**src/drs_map.svh**
```systemverilog
// Constants of the run and stop sequencer
`ifndef DRS_MAP_SVH
`define DRS_MAP_SVH

// Clock and internal time base
`define DRS_CLK_PERIOD_NS   8
`define DRS_TICK_PERIOD_NS  10000000
`define DRS_TICK_CNT_W      21
`define DRS_TICK_MS         10

// Three-wire start must be held this long
`define DRS_START_HOLD_MS   50

// Output frequency steps used for stop-time scaling
`define DRS_FREQ_STEPS      10

// Multi-function input selector codes and reset values
`define DRS_MFI_NUM         6
`define DRS_MFI_W           8
`define DRS_MFI_THREE_WIRE  8'h00
`define DRS_MFI_DC_BRAKE    8'h3c
`define DRS_MFI_UNUSED      8'hff
`define DRS_MFI_DIR_POS     0

// Run source and stop method codes
`define DRS_SRC_PANEL       1'h0
`define DRS_SRC_TERMINAL    1'h1
`define DRS_STOP_RAMP       2'h0
`define DRS_STOP_COAST      2'h1
`define DRS_STOP_DC         2'h2
`define DRS_STOP_TIMED      2'h3

// Timer width
`define DRS_TMR_W           20

`endif

```
**src/drs_pkg.sv**
```systemverilog
// Types of the run and stop sequencer
package drs_pkg;

    typedef enum logic [2:0] {
        DRS_IDLE     = 3'h0,
        DRS_START_DC = 3'h1,
        DRS_RUN      = 3'h3,
        DRS_DECEL    = 3'h2,
        DRS_STOP_DC  = 3'h6,
        DRS_BBLOCK   = 3'h7,
        DRS_LOCKOUT  = 3'h5,
        DRS_ZSERVO   = 3'h4
    } drs_state_t;

    typedef struct packed {
        drs_state_t        st;
        logic [20:0]       tick_cnt;
        logic [5:0][7:0]   mfi;
        logic              pnl_run;
        logic              pnl_rev;
        logic              wire3_run;
        logic              dir_rev;
        logic              dc_after;
        logic [7:0]        dc_cur;
    } drs_seq_t;

endpackage

```
**src/drs_tmr_if.sv**
```systemverilog
// Load and expiry signals between sequencer and a countdown timer
`timescale 1ns/10ps
interface drs_tmr_if #(
    parameter int W = 20
);
    logic         load;
    logic [W-1:0] value;
    logic         tick;
    logic         expired;

    modport ctrl (output load, output value, output tick, input expired);
    modport tmr  (input load, input value, input tick, output expired);
endinterface

```
**src/drs_timer.sv**
```systemverilog
// Countdown timer clocked by the time-base tick
`timescale 1ns/10ps
module drs_timer #(
    parameter int W = 20
) (
    // Clock and reset
    input  wire logic i_clk,
    input  wire logic i_srst,
    // Timer control
    drs_tmr_if.tmr    tif
);
    typedef struct packed {
        logic [W-1:0] cnt;
    } drs_tmr_state_t;

    drs_tmr_state_t cur_ff;
    drs_tmr_state_t nxt_cur;

    always_comb begin
        nxt_cur = cur_ff;
        if (tif.load) begin
            nxt_cur.cnt = tif.value;
        end else if (tif.tick && (cur_ff.cnt != '0)) begin
            nxt_cur.cnt = cur_ff.cnt - W'(1);
        end
    end

    always_ff @(posedge i_clk) begin
        if (i_srst) begin
            cur_ff <= '0;
        end else begin
            cur_ff <= nxt_cur;
        end
    end

    // Zero load expires on the next cycle: skipped phases cost one clock
    assign tif.expired = (cur_ff.cnt == '0);
endmodule

```
**src/drs_sequencer.sv**
```systemverilog
// Run source, terminal decode and stop method sequencer of a motor drive
// Contract
// (RL1) Source 0: run from operator panel keys
// (RL2) Source 1: run from control terminals
// (RL3) Two-wire: forward input runs, release stops
// (RL4) Two-wire: reverse input runs, release stops
// (RL5) Factory initialization gives two-wire control
// (RL6) Selector code 0 anywhere enables three-wire
// (RL7) Three-wire initialization presets third terminal direction
// (RL8) Start held 50 ms latches run command
// (RL9) Stop method codes 0 to 3
// (RL10) Closed-loop vector rejects codes 2 and 3
// (RL11) Method 0 ramps down on stop
// (RL12) Below zero speed, DC brake stop time
// (RL13) Closed-loop vector ramp end uses zero-speed selector
// (RL14) Method 1 cuts output, motor coasts
// (RL15) Run ignored until minimum baseblock elapses
// (RL16) Method 2: baseblock then scaled DC brake
// (RL17) Method 3: coast, lockout scaled by frequency
// (RL18) Zero brake time skips automatic DC injection
// (RL19) Brake current unavailable under closed-loop vector
// (RL20) Selector code 60 is external DC brake
// (RL21) External brake below zero speed injects DC
// (RL22) Durations counted on fixed tick, reloaded
`timescale 1ns/10ps
`include "drs_map.svh"
module drs_sequencer #(
    parameter int unsigned TICK_CYCLES =
        `DRS_TICK_PERIOD_NS / `DRS_CLK_PERIOD_NS
) (
    // Clock and reset
    input  wire logic        i_clk,
    input  wire logic        i_srst,
    // Configuration
    input  wire logic        i_run_source_select,
    input  wire logic [1:0]  i_stop_method_select,
    input  wire logic        i_closed_loop_vector,
    input  wire logic [1:0]  i_zero_speed_op_select,
    input  wire logic [15:0] i_zero_speed_level,
    input  wire logic [7:0]  i_dc_brake_current,
    input  wire logic [15:0] i_dc_brake_time_start,
    input  wire logic [15:0] i_dc_brake_time_stop,
    input  wire logic [15:0] i_min_baseblock_time,
    input  wire logic [15:0] i_decel_time_one,
    input  wire logic [15:0] i_max_freq,
    // Multi-function input selectors
    input  wire logic        i_init_pulse,
    input  wire logic        i_init_three_wire,
    input  wire logic        i_mfi_wr,
    input  wire logic [2:0]  i_mfi_idx,
    input  wire logic [7:0]  i_mfi_val,
    // Panel keys, one-cycle pulses
    input  wire logic        i_key_run,
    input  wire logic        i_key_stop,
    input  wire logic        i_key_dir,
    // Terminals
    input  wire logic        i_forward_run_input,
    input  wire logic        i_reverse_run_input,
    input  wire logic [5:0]  i_multi_inputs,
    // Frequencies from the ramp generator
    input  wire logic [15:0] i_output_freq,
    input  wire logic [15:0] i_freq_ref,
    // Drive commands
    output logic             o_run_fwd,
    output logic             o_run_rev,
    output logic             o_decel,
    output logic             o_base_block,
    output logic             o_dc_inject,
    output logic             o_zero_servo,
    output logic [7:0]       o_dc_current,
    // Status
    output logic             o_run_locked,
    output logic             o_three_wire,
    output logic             o_method_reject,
    output logic [2:0]       o_state
);
    localparam int TW = `DRS_TMR_W;
    localparam logic [TW-1:0] HOLD_TICKS =
        TW'(`DRS_START_HOLD_MS / `DRS_TICK_MS);

    drs_pkg::drs_seq_t cur_ff;
    drs_pkg::drs_seq_t nxt_cur;

    drs_tmr_if #(.W(TW)) seq_tif ();
    drs_tmr_if #(.W(TW)) hold_tif ();

    drs_timer #(.W(TW)) u_seq_timer (
        .i_clk  (i_clk),
        .i_srst (i_srst),
        .tif    (seq_tif.tmr)
    );

    drs_timer #(.W(TW)) u_hold_timer (
        .i_clk  (i_clk),
        .i_srst (i_srst),
        .tif    (hold_tif.tmr)
    );

    logic            tick;
    logic            three_wire;
    logic            dir_in;
    logic            ext_dc;
    logic            run_cmd;
    logic            run_rev_req;
    logic [1:0]      method;
    logic            method_reject_w;
    logic            below_zs;
    logic            ref_below_zs;
    logic [3:0]      freq_k;
    logic [3:0]      freq_k1;
    logic [19:0]     f_x10;
    logic [TW-1:0]   stop_dc_ticks;
    logic [TW-1:0]   lock_ticks;

    assign tick = (cur_ff.tick_cnt == 21'(TICK_CYCLES - 1)); // RL22

    // Decode of the selector table
    always_comb begin
        three_wire = 1'b0;
        dir_in     = 1'b0;
        ext_dc     = 1'b0;
        for (int i = 0; i < `DRS_MFI_NUM; i++) begin
            if (cur_ff.mfi[i] == `DRS_MFI_THREE_WIRE) begin
                three_wire = 1'b1; // RL6
                dir_in     = dir_in | i_multi_inputs[i];
            end
            if (cur_ff.mfi[i] == `DRS_MFI_DC_BRAKE) begin
                ext_dc = ext_dc | i_multi_inputs[i]; // RL20
            end
        end
    end

    // Effective run request and direction
    always_comb begin
        run_cmd     = 1'b0;
        run_rev_req = 1'b0;
        if (i_run_source_select == `DRS_SRC_PANEL) begin
            run_cmd     = cur_ff.pnl_run; // RL1
            run_rev_req = cur_ff.pnl_rev;
        end else if (three_wire) begin
            run_cmd     = cur_ff.wire3_run; // RL2
            run_rev_req = dir_in; // RL6
        end else begin
            // Both closed counts as no run, never a guess at direction
            run_cmd     = i_forward_run_input ^ i_reverse_run_input;
            run_rev_req = i_reverse_run_input; // RL3 RL4
        end
    end

    // Codes 2 and 3 fall back to ramp-down under closed-loop vector
    assign method_reject_w = i_closed_loop_vector
        && (i_stop_method_select[1] == 1'b1); // RL10
    assign method = method_reject_w ? `DRS_STOP_RAMP
                                    : i_stop_method_select; // RL9

    assign below_zs     = (i_output_freq < i_zero_speed_level);
    assign ref_below_zs = (i_freq_ref < i_zero_speed_level);

    // Output frequency as tenths of maximum, no divider needed
    always_comb begin
        f_x10  = 20'(i_output_freq) * 20'd10;
        freq_k = 4'h0;
        for (int j = 1; j <= `DRS_FREQ_STEPS; j++) begin
            if (f_x10 >= 20'(i_max_freq) * 20'(j)) begin
                freq_k = 4'(j);
            end
        end
    end

    assign freq_k1       = (freq_k == 4'h0) ? 4'h1 : freq_k;
    assign stop_dc_ticks = TW'(i_dc_brake_time_stop * freq_k1); // RL16
    assign lock_ticks    = TW'(i_decel_time_one * freq_k); // RL17

    // Three-wire start hold: reload while released
    assign hold_tif.tick  = tick;
    assign hold_tif.load  = !i_forward_run_input;
    assign hold_tif.value = HOLD_TICKS;

    always_comb begin
        nxt_cur       = cur_ff;
        seq_tif.load  = 1'b0;
        seq_tif.value = '0;
        seq_tif.tick  = tick;

        nxt_cur.tick_cnt = tick ? 21'h0 : cur_ff.tick_cnt + 21'h1;

        if (i_init_pulse) begin
            nxt_cur.mfi = {`DRS_MFI_NUM{`DRS_MFI_UNUSED}};
            if (i_init_three_wire) begin
                nxt_cur.mfi[`DRS_MFI_DIR_POS] = `DRS_MFI_THREE_WIRE; // RL7
            end
        end else if (i_mfi_wr && (i_mfi_idx < 3'(`DRS_MFI_NUM))) begin
            nxt_cur.mfi[i_mfi_idx] = i_mfi_val;
        end

        // Panel keys only count while the panel owns the run command
        if (i_run_source_select != `DRS_SRC_PANEL || i_key_stop) begin
            nxt_cur.pnl_run = 1'b0; // RL1
        end else if (i_key_run) begin
            nxt_cur.pnl_run = 1'b1;
        end
        if (i_run_source_select == `DRS_SRC_PANEL && i_key_dir) begin
            nxt_cur.pnl_rev = !cur_ff.pnl_rev;
        end

        // Stop contact is normally closed; stop wins over start
        if (!three_wire || !i_reverse_run_input) begin
            nxt_cur.wire3_run = 1'b0;
        end else if (i_forward_run_input && hold_tif.expired) begin
            nxt_cur.wire3_run = 1'b1; // RL8
        end

        // Brake current is a held data output
        nxt_cur.dc_cur = i_closed_loop_vector ? 8'h00
                                              : i_dc_brake_current; // RL19

        case (cur_ff.st)
            drs_pkg::DRS_IDLE: begin
                if (run_cmd) begin
                    nxt_cur.dir_rev = run_rev_req;
                    if (i_dc_brake_time_start != 16'h0000) begin
                        seq_tif.load  = 1'b1;
                        seq_tif.value = TW'(i_dc_brake_time_start);
                        nxt_cur.st    = drs_pkg::DRS_START_DC;
                    end else begin
                        nxt_cur.st = drs_pkg::DRS_RUN; // RL18
                    end
                end
            end
            drs_pkg::DRS_START_DC: begin
                if (!run_cmd) begin
                    nxt_cur.st = drs_pkg::DRS_IDLE;
                end else if (seq_tif.expired) begin
                    nxt_cur.st = drs_pkg::DRS_RUN;
                end
            end
            drs_pkg::DRS_RUN: begin
                if (!run_cmd) begin
                    nxt_cur.dc_after = 1'b0;
                    case (method)
                        `DRS_STOP_RAMP: begin
                            nxt_cur.st = drs_pkg::DRS_DECEL; // RL11
                        end
                        `DRS_STOP_COAST: begin
                            seq_tif.load  = 1'b1; // RL14
                            seq_tif.value = TW'(i_min_baseblock_time);
                            nxt_cur.st    = drs_pkg::DRS_BBLOCK; // RL15
                        end
                        `DRS_STOP_DC: begin
                            seq_tif.load     = 1'b1;
                            seq_tif.value    = TW'(i_min_baseblock_time);
                            nxt_cur.dc_after = 1'b1; // RL16
                            nxt_cur.st       = drs_pkg::DRS_BBLOCK;
                        end
                        default: begin
                            seq_tif.load  = 1'b1;
                            seq_tif.value = lock_ticks; // RL17
                            nxt_cur.st    = drs_pkg::DRS_LOCKOUT;
                        end
                    endcase
                end
            end
            drs_pkg::DRS_DECEL: begin
                if (run_cmd) begin
                    nxt_cur.st = drs_pkg::DRS_RUN;
                end else if (below_zs) begin
                    if (i_closed_loop_vector) begin
                        if (i_zero_speed_op_select != 2'h0) begin
                            seq_tif.load  = 1'b1; // RL13
                            seq_tif.value = TW'(i_dc_brake_time_stop);
                            nxt_cur.st    = drs_pkg::DRS_ZSERVO;
                        end else begin
                            nxt_cur.st = drs_pkg::DRS_IDLE;
                        end
                    end else if (i_dc_brake_time_stop != 16'h0000) begin
                        seq_tif.load  = 1'b1; // RL12
                        seq_tif.value = TW'(i_dc_brake_time_stop);
                        nxt_cur.st    = drs_pkg::DRS_STOP_DC;
                    end else begin
                        nxt_cur.st = drs_pkg::DRS_IDLE; // RL18
                    end
                end
            end
            drs_pkg::DRS_BBLOCK: begin
                if (seq_tif.expired) begin
                    if (cur_ff.dc_after
                        && (i_dc_brake_time_stop != 16'h0000)) begin
                        seq_tif.load  = 1'b1;
                        seq_tif.value = stop_dc_ticks; // RL16
                        nxt_cur.st    = drs_pkg::DRS_STOP_DC;
                    end else begin
                        nxt_cur.st = drs_pkg::DRS_IDLE; // RL15
                    end
                end
            end
            drs_pkg::DRS_STOP_DC,
            drs_pkg::DRS_ZSERVO,
            drs_pkg::DRS_LOCKOUT: begin
                if (seq_tif.expired) begin
                    nxt_cur.st = drs_pkg::DRS_IDLE; // RL22
                end
            end
            default: begin
                nxt_cur.st = drs_pkg::DRS_IDLE;
            end
        endcase
    end

    always_ff @(posedge i_clk) begin
        if (i_srst) begin
            cur_ff          <= '0;
            cur_ff.st       <= drs_pkg::DRS_IDLE;
            cur_ff.mfi      <= {`DRS_MFI_NUM{`DRS_MFI_UNUSED}}; // RL5
        end else begin
            cur_ff <= nxt_cur;
        end
    end

    // Decoded drive commands
    always_comb begin
        o_run_fwd    = 1'b0;
        o_run_rev    = 1'b0;
        o_decel      = 1'b0;
        o_base_block = 1'b0;
        o_dc_inject  = 1'b0;
        o_zero_servo = 1'b0;
        o_run_locked = 1'b0;
        case (cur_ff.st)
            drs_pkg::DRS_RUN: begin
                o_run_fwd = !cur_ff.dir_rev;
                o_run_rev = cur_ff.dir_rev;
            end
            drs_pkg::DRS_DECEL: begin
                o_decel = 1'b1;
            end
            drs_pkg::DRS_START_DC: begin
                o_dc_inject  = !i_closed_loop_vector;
                o_zero_servo = i_closed_loop_vector;
            end
            drs_pkg::DRS_STOP_DC: begin
                o_dc_inject  = 1'b1;
                o_run_locked = 1'b1;
            end
            drs_pkg::DRS_ZSERVO: begin
                o_zero_servo = 1'b1;
                o_run_locked = 1'b1;
            end
            drs_pkg::DRS_BBLOCK,
            drs_pkg::DRS_LOCKOUT: begin
                o_base_block = 1'b1;
                o_run_locked = 1'b1;
            end
            default: begin
                // Idle: output off unless the brake terminal asks
                o_dc_inject  = ext_dc && ref_below_zs; // RL21
                o_base_block = !(ext_dc && ref_below_zs);
            end
        endcase
    end

    assign o_dc_current    = cur_ff.dc_cur;
    assign o_three_wire    = three_wire;
    assign o_method_reject = method_reject_w;
    assign o_state         = cur_ff.st;
endmodule

```
**config.mk**
```make
export PLATFORM = sky130hd
export DESIGN_NAME = drs_sequencer
export DESIGN_NICKNAME = d
export VERILOG_FILES = /design/src/drs_pkg.sv /design/src/drs_tmr_if.sv /design/src/drs_timer.sv /design/src/drs_sequencer.sv
export VERILOG_INCLUDE_DIRS = /design/src
export SDC_FILE = /design/constraint.sdc
export NUM_CORES = 1
export LEC_CHECK = 0
export ABC_AREA = 1
export BUFFER_PORTS_ARGS = -buffer_cell sky130_fd_sc_hd__clkbuf_2
export CAP_MARGIN = 20
export CORE_MARGIN = 2
export CORE_UTILIZATION = 35
export DETAILED_ROUTE_END_ITERATION = 10
export MAX_ROUTING_LAYER = met4
export SLEW_MARGIN = 10
export SYNTH_ARGS = -nofsm -noshare
export SYNTH_HDL_FRONTEND = slang
export SYNTH_SLANG_ARGS = --single-unit
```
**constraint.sdc**
```tcl
create_clock -name i_clk -period 8.3 [get_ports i_clk]
set_clock_uncertainty 0.2 [all_clocks]
set_input_delay 1.66 -clock i_clk [delete_from_list [all_inputs] [get_ports i_clk]]
set_output_delay 1.66 -clock i_clk [all_outputs]
set_load 0.05 [all_outputs]
```
==> results of run 1 <==
## synthesized netlist by cell type (all sizes together), types with 3 or more instances
master  instances  area (sq um)
a211oi         14           105
a21boi          4          30.0
a21o            8          60.1
a21oi         230          1160
a221oi          4          35.0
a31oi          13          81.3
and3            3          18.8
buf            25           180
clkbuf         18          67.6
clkinv          5          18.8
dfxtp         125          2500
fa             77          1540
ha            359          4490
inv           441          1660
nand2         636          2420
nand3         143           743
nand3b          7          52.6
nand4          47           309
nor2          313          1230
nor3           51           260
nor3b           6          55.1
nor4           19           149
o211ai         23           178
o21a           11          82.6
o21ai         109           549
o21bai         25           188
o22ai           3          18.8
o31ai           4          30.0
or2             6          37.5
xnor2          35           322
xor2           68           596
## flip-flops by register name, summed over array words and instances (netlist names)
signal / flops
u_seq_timer.cur_ff: 20
cur_ff: 74
o_dc_current: 8
o_state: 3
u_hold_timer.cur_ff: 20
## area by class of cell
cell class	instances	area share
sequential	125	0.0976
inverter	446	0.0662
tap	704	0.0344
antenna	1	0.0000976
timing repair buffer	554	0.156
clock buffer	24	0.0184
clock inverter	6	0.00342
timing repair inverter	2	0.00127
multi-input combinational	2235	0.622
## logic make-up (layout without fill, tap and decap cells)
kind of cell	Yosys count	count (layout)	synth area share
adder cells (fa/ha/maj)	436	436	0.312
AO/OA/AOI/OAI	459	459	0.135
XOR/XNOR	103	103	0.0475
flip-flops	125	125	0.130
other	0	1	0
buffers and inverters	489	1032	0.0995
AND/OR/NAND/NOR	1237	1237	0.276
## worst max-delay path, delay by kind of cell
family	cells	cell delay (ns)
AOI/OAI and AO/OA	11	1.33
xor gates and xnor gates	1	0.11
adders and majority gates	7	2.32
buffers and inverters	9	0.71
and+or+nand+nor	23	2.44
## metrics by stage
step	cells	TNS, ns	setup slack, ns
final	4097	-0.839	-0.147
after global routing	4097	-7.54	-0.598
after CTS	4091	-0.359	-0.0960
after detailed placement	4023	-12.73	-1.01
after global placement	4023	-10.83	-0.859
after floorplan	2849	0	0.00371
## repair_timing
action	CTS	global route
setup endpoints to repair	15	17
pin swaps	124	69
cloned	3	0
setup buffers	35	5
endpoints found under the hold margin	0	0
hold buffers	0	0
resized for setup	184	104
## where the power goes
group / switching [mW] / internal, mW
registers: 0.0539 / 0.654
clock network: 0.271 / 0.454
logic: 3.21 / 2.74
## per-layer routing
layer  vias to the layer above  global-route usage
met2                       457               0.333
met5                         -                   -
met3                        57              0.0217
met4                         0              0.0367
met1                      9161               0.301
li1                      10467                   -
## worst max-delay path by stage
stage,slack (ns),cells past startpoint,startpoint,end
global route,-0.60,53,i_max_freq[3],u_seq_timer.cur_ff[15]
detailed placement,-1.01,47,i_max_freq[1],u_seq_timer.cur_ff[19]
floorplan,0.004,47,i_max_freq[4],u_seq_timer.cur_ff[19]
CTS,-0.1,49,i_max_freq[1],u_seq_timer.cur_ff[15]
finish,-0.15,51,i_max_freq[3],u_seq_timer.cur_ff[19]
global placement,-0.86,48,i_max_freq[3],u_seq_timer.cur_ff[19]
==> impl_metrics.toml, run 1 <==
[run_status]
status = "complete, but fails checks"
violations = "negative setup slack"

[logic_synthesis]
synth_cell_type_count = 64
synth_top_flop_cell = "dfxtp_1"
synth-seq-cells = 125
syn-instance-count = 2849
synth_edf_count = 0
syn_area_sq_um = 19300
avgSynthCellArea_sq_um = 6.78
ys_warn_count = 0
seq_area_frac_synth = 0.130
async_flop_share = 0
syn_nets = 3454

[final_layout]
fin_nets = 3986
multi_input_area_sq_um = 16000
utilization = 0.467
nFillCells = 5547
final_cell_mix = "nand2_1, inv_1, buf_4"
final_common_cell = "nand2_1"
regArea_sq_um = 2500
drive_gt1_frac = 0.248
final_cell_area_sq_um = 25600
syn2layout_area_growth_pct = 32.7

[power_and_ir_drop]
total_power_mw = 7.39
cellPowerDensity_nw_per_um2 = 288
peakVddDrop_mv = 0.201
total_leakage_power_nw = 13.4

[setup_path]
reg2reg_to = "u_seq_timer.cur_ff[11]"
slowest_delay_ns = 0.50
rr_worst_depth = 14
cp.required_ns = 8.43
critPathLaunchType = "primary input"
criticalPathCategory = "primary input to flip-flop"
worst_setup_path_end_kind = "flip-flop"
ff2ff_setup_slack_ns = 4.08
critPathMaxFanout = 7
worst_path_most_repeated_cell = "nor2_1"
critPathSlowestCell = "fa_1"
arrival_ns = 8.58
worst_r2r_startpoint = "cur_ff[33]"

[die]
dieArea_sq_um = 57100
rows = 86
die_w_um = 239
fp.dieH_um = 239
coreArea_sq_um = 54900
initial_core_util = 0.352
boundaryPins = 189

[sta]
max_freq_mhz = 118
period_minus_slack_ns = 8.45
rsz0062_at_grt = "yes"
final_hold_viol_count = 0
worst_pin_slew_ns = 0.985
slew_viol_final = 0
slew_headroom = 0.337
period_share = 1.02
hold_ws_ns = 0.251
fin_ws_ns = -0.147
setup_viol = 13

[worst_hold_path]
hold_path_end = "cur_ff[61]"
worstHoldStart = "cur_ff[61]"
min_path_type = "flip-flop to flip-flop"
whs_path_depth = 1

[routing]
wl_met3_um = 2730
wl_per_cell_um = 14.4
routed.top_layer = "met4"
dr_total_vias = 20142
routed_via_density = 4.92
drt_pre_antenna_iters = 5
wl_met1_um = 29400
dr_wl_met2_um = 26100
drt_iter0_markers = 1027
drc = 0
wl_um = 59000
drtAntennaViolNets = 0

[placement]
placed_area_sq_um = 23500
port_buffers = 188
place.gp.congestion = 0.974
hpwl_um = 48500

[clock_tree]
cts_tree = "done"
path_clk_slew_ns = 0.06
h-tree-depth = 4
clock_latency_ns = 0.43
cts-root-buf = "clkbuf_16"
cts_buffers = 17
cts_max_path_buffers = 2
cts.sinks = 125

[global_route]
overflow = 0
grt_pass1_wl_um = 96600
antenna_found_initial = 1
grt_pass1_vias = 19266
grt_max_degree = 41
grt_usage = 0.213

[flow_run]
maxCapViolCount = 0
(Power assumes the default switching activity.)
==> inputs of run 2 (changes only) <==
--- a/config.mk
+++ b/config.mk
@@ -6,7 +6,6 @@
 export SDC_FILE = /design/constraint.sdc
 export NUM_CORES = 1
 export LEC_CHECK = 0
-export ABC_AREA = 1
 export BUFFER_PORTS_ARGS = -buffer_cell sky130_fd_sc_hd__clkbuf_2
 export CAP_MARGIN = 20
 export CORE_MARGIN = 2
==> constraint.sdc (replaced) <==
create_clock -name i_clk -period 10.1 [get_ports i_clk]
set_clock_uncertainty 0.2 [all_clocks]
set_input_delay 2.02 -clock i_clk [delete_from_list [all_inputs] [get_ports i_clk]]
set_output_delay 2.02 -clock i_clk [all_outputs]
set_load 0.05 [all_outputs]
==> impl_metrics.toml, run 2 <==
[routing]
dr_total_vias = 18435
drc = 0
drt_iter0_markers = 1063
wl_um = 58900
drtAntennaViolNets = 0
drt_pre_antenna_iters = 5
wl_per_cell_um = 17.3
routed_via_density = 5.41

[logic_synthesis]
synth.most_common_cell = "ha_1"
synth_edf_count = 0
syn-instance-count = 2283
syn_nets = 2888
async_flop_share = 0
avgSynthCellArea_sq_um = 8.06
synth-seq-cells = 125
synth_top_flop_cell = "dfxtp_1"
ys_top_cells_by_count = "ha_1, nand2_1, inv_1"
ys_warn_count = 0
syn_area_sq_um = 18400
yosys-top-cells-area = "ha_1, dfxtp_1, fa_1"
seq_area_frac_synth = 0.136
synth_cell_type_count = 81
synth_top_area_frac = 0.244
yosysTopAreaCell = "ha_1"

[clock_tree]
cts_tree = "done"
cts-root-buf = "clkbuf_16"
h-tree-depth = 4
cts_buffers = 17
path_clk_slew_ns = 0.06
clock_latency_ns = 0.43
cts_max_path_buffers = 2
cts.sinks = 125

[final_layout]
drive_gt1_frac = 0.230
final_cell_mix = "ha_1, buf_4, nand2_1"
final_cell_area_sq_um = 23300
nFillCells = 5124
utilization = 0.446
largest_register = "cur_ff"
final_common_cell = "ha_1"
syn2layout_area_growth_pct = 26.6
multi_input_area_sq_um = 15500
largest_reg_flops = 74
largest_registers = "cur_ff: 74 flops, u_hold_timer.cur_ff: 20 flops, u_seq_timer.cur_ff: 20 flops"
fin_nets = 3311
regArea_sq_um = 2500

[setup_path]
reg2reg_to = "u_seq_timer.cur_ff[2]"
critPathMaxFanout = 6
critPathLaunchType = "primary input"
cp.required_ns = 10.23
rr_worst_depth = 11
worst_setup_path_end_kind = "flip-flop"
crit_buf_inv = 6
crit_path_end = "u_seq_timer.cur_ff[19]"
criticalPathCategory = "primary input to flip-flop"
crit_family = "compound AO/OA/AOI/OAI gates"
startpoint = "i_max_freq[2]"
critPathSlowestCell = "fa_2"
slowest_delay_ns = 0.59
arrival_ns = 9.99
ff2ff_setup_slack_ns = 5.56
worst-path-stages = 42
worst_r2r_startpoint = "cur_ff[36]"

[sta]
period_minus_slack_ns = 9.85
tns_ns = 0
hold_ws_ns = 0.247
setup_viol = 0
rsz0062_at_grt = "yes"
worst_pin_slew_ns = 1.04
slew_viol_final = 0
fin_ws_ns = 0.249
max_freq_mhz = 102
slew_headroom = 0.308
period_share = 0.975
final_hold_viol_count = 0

[global_route]
grt_pass1_wl_um = 93100
overflow = 0
grt_usage = 0.219
antenna_found_initial = 1
grt_pass1_vias = 18165
grt_max_degree = 41

[worst_hold_path]
min_path_type = "flip-flop to flip-flop"

[placement]
port_buffers = 188
place.gp.congestion = 0.919
placed_area_sq_um = 21900
hpwl_um = 48500
pre_cts_slack_ns = -0.965

[die]
die_w_um = 233
initial_core_util = 0.352
fp.dieH_um = 233
coreArea_sq_um = 52200
boundaryPins = 189
dieArea_sq_um = 54400
rows = 84

[run_status]
status = "completed"

[power_and_ir_drop]
total_leakage_power_nw = 11.2
peakVddDrop_mv = 0.226
cellPowerDensity_nw_per_um2 = 270

[flow_run]
maxCapViolCount = 0
-- run 2: cells by family (layout without fill, tap and decap cells) --
family	Yosys count	count (layout)	synth area share
and+or+nand+nor	804	804	0.220
AOI/OAI and AO/OA	534	534	0.195
adders and majority gates	436	436	0.328
buffers and inverters	243	679	0.0537
xor gates and xnor gates	139	139	0.0661
DFF	125	125	0.136
muxes	2	2	0.00109
other	0	2	0
-- run 2: what timing repair did --
action                                  CTS  global route
pin swaps                                11            97
endpoints found under the setup margin   12            13
buffers inserted                          2            15
gates resized for setup                  24           127
hold buffers                              0             0
cloned                                    0             1
-- run 2: per-stage QoR --
step	instances	total power, mW
after floorplan	2283	3.38
after global placement	3357	5.02
after detailed placement	3357	5.13
after CTS	3391	5.86
after global routing	3408	6.84
final	3409	6.30
-- run 2: worst min path at each step --
stage | to | cells after the start | from
detailed placement | cur_ff[61] | 1 | cur_ff[61]
CTS | cur_ff[61] | 1 | cur_ff[61]
finish | cur_ff[61] | 1 | cur_ff[61]
global route | cur_ff[61] | 1 | cur_ff[61]
floorplan | cur_ff[61] | 1 | cur_ff[61]
global placement | cur_ff[61] | 1 | cur_ff[61]
-- run 2: routing by layer --
metal	routed length (um)	global-route usage	vias up	share of wire
met5	0	-	-	0
met4	1070	0.0472	0	0.018
met3	3210	0.0259	63	0.055
met2	27000	0.358	511	0.46
met1	27600	0.289	8753	0.47
li1	-	-	9108	-
-- run 2: cell type report --
type,count,share of cell area
multi-input combinational,1915,0.664
timing repair buffer,471,0.136
sequential,125,0.107
tap,688,0.0369
inverter,176,0.0283
clock buffer,17,0.0183
clock inverter,15,0.00870
antenna,2,0.000215
-- run 2: report_power, final --
| part | internal [mW] | total (mW) | switching (mW) |
|---|---|---|---|
| sequential | 0.534 | 0.591 | 0.0570 |
| clock | 0.398 | 0.655 | 0.257 |
| combinational | 2.40 | 5.06 | 2.65 |
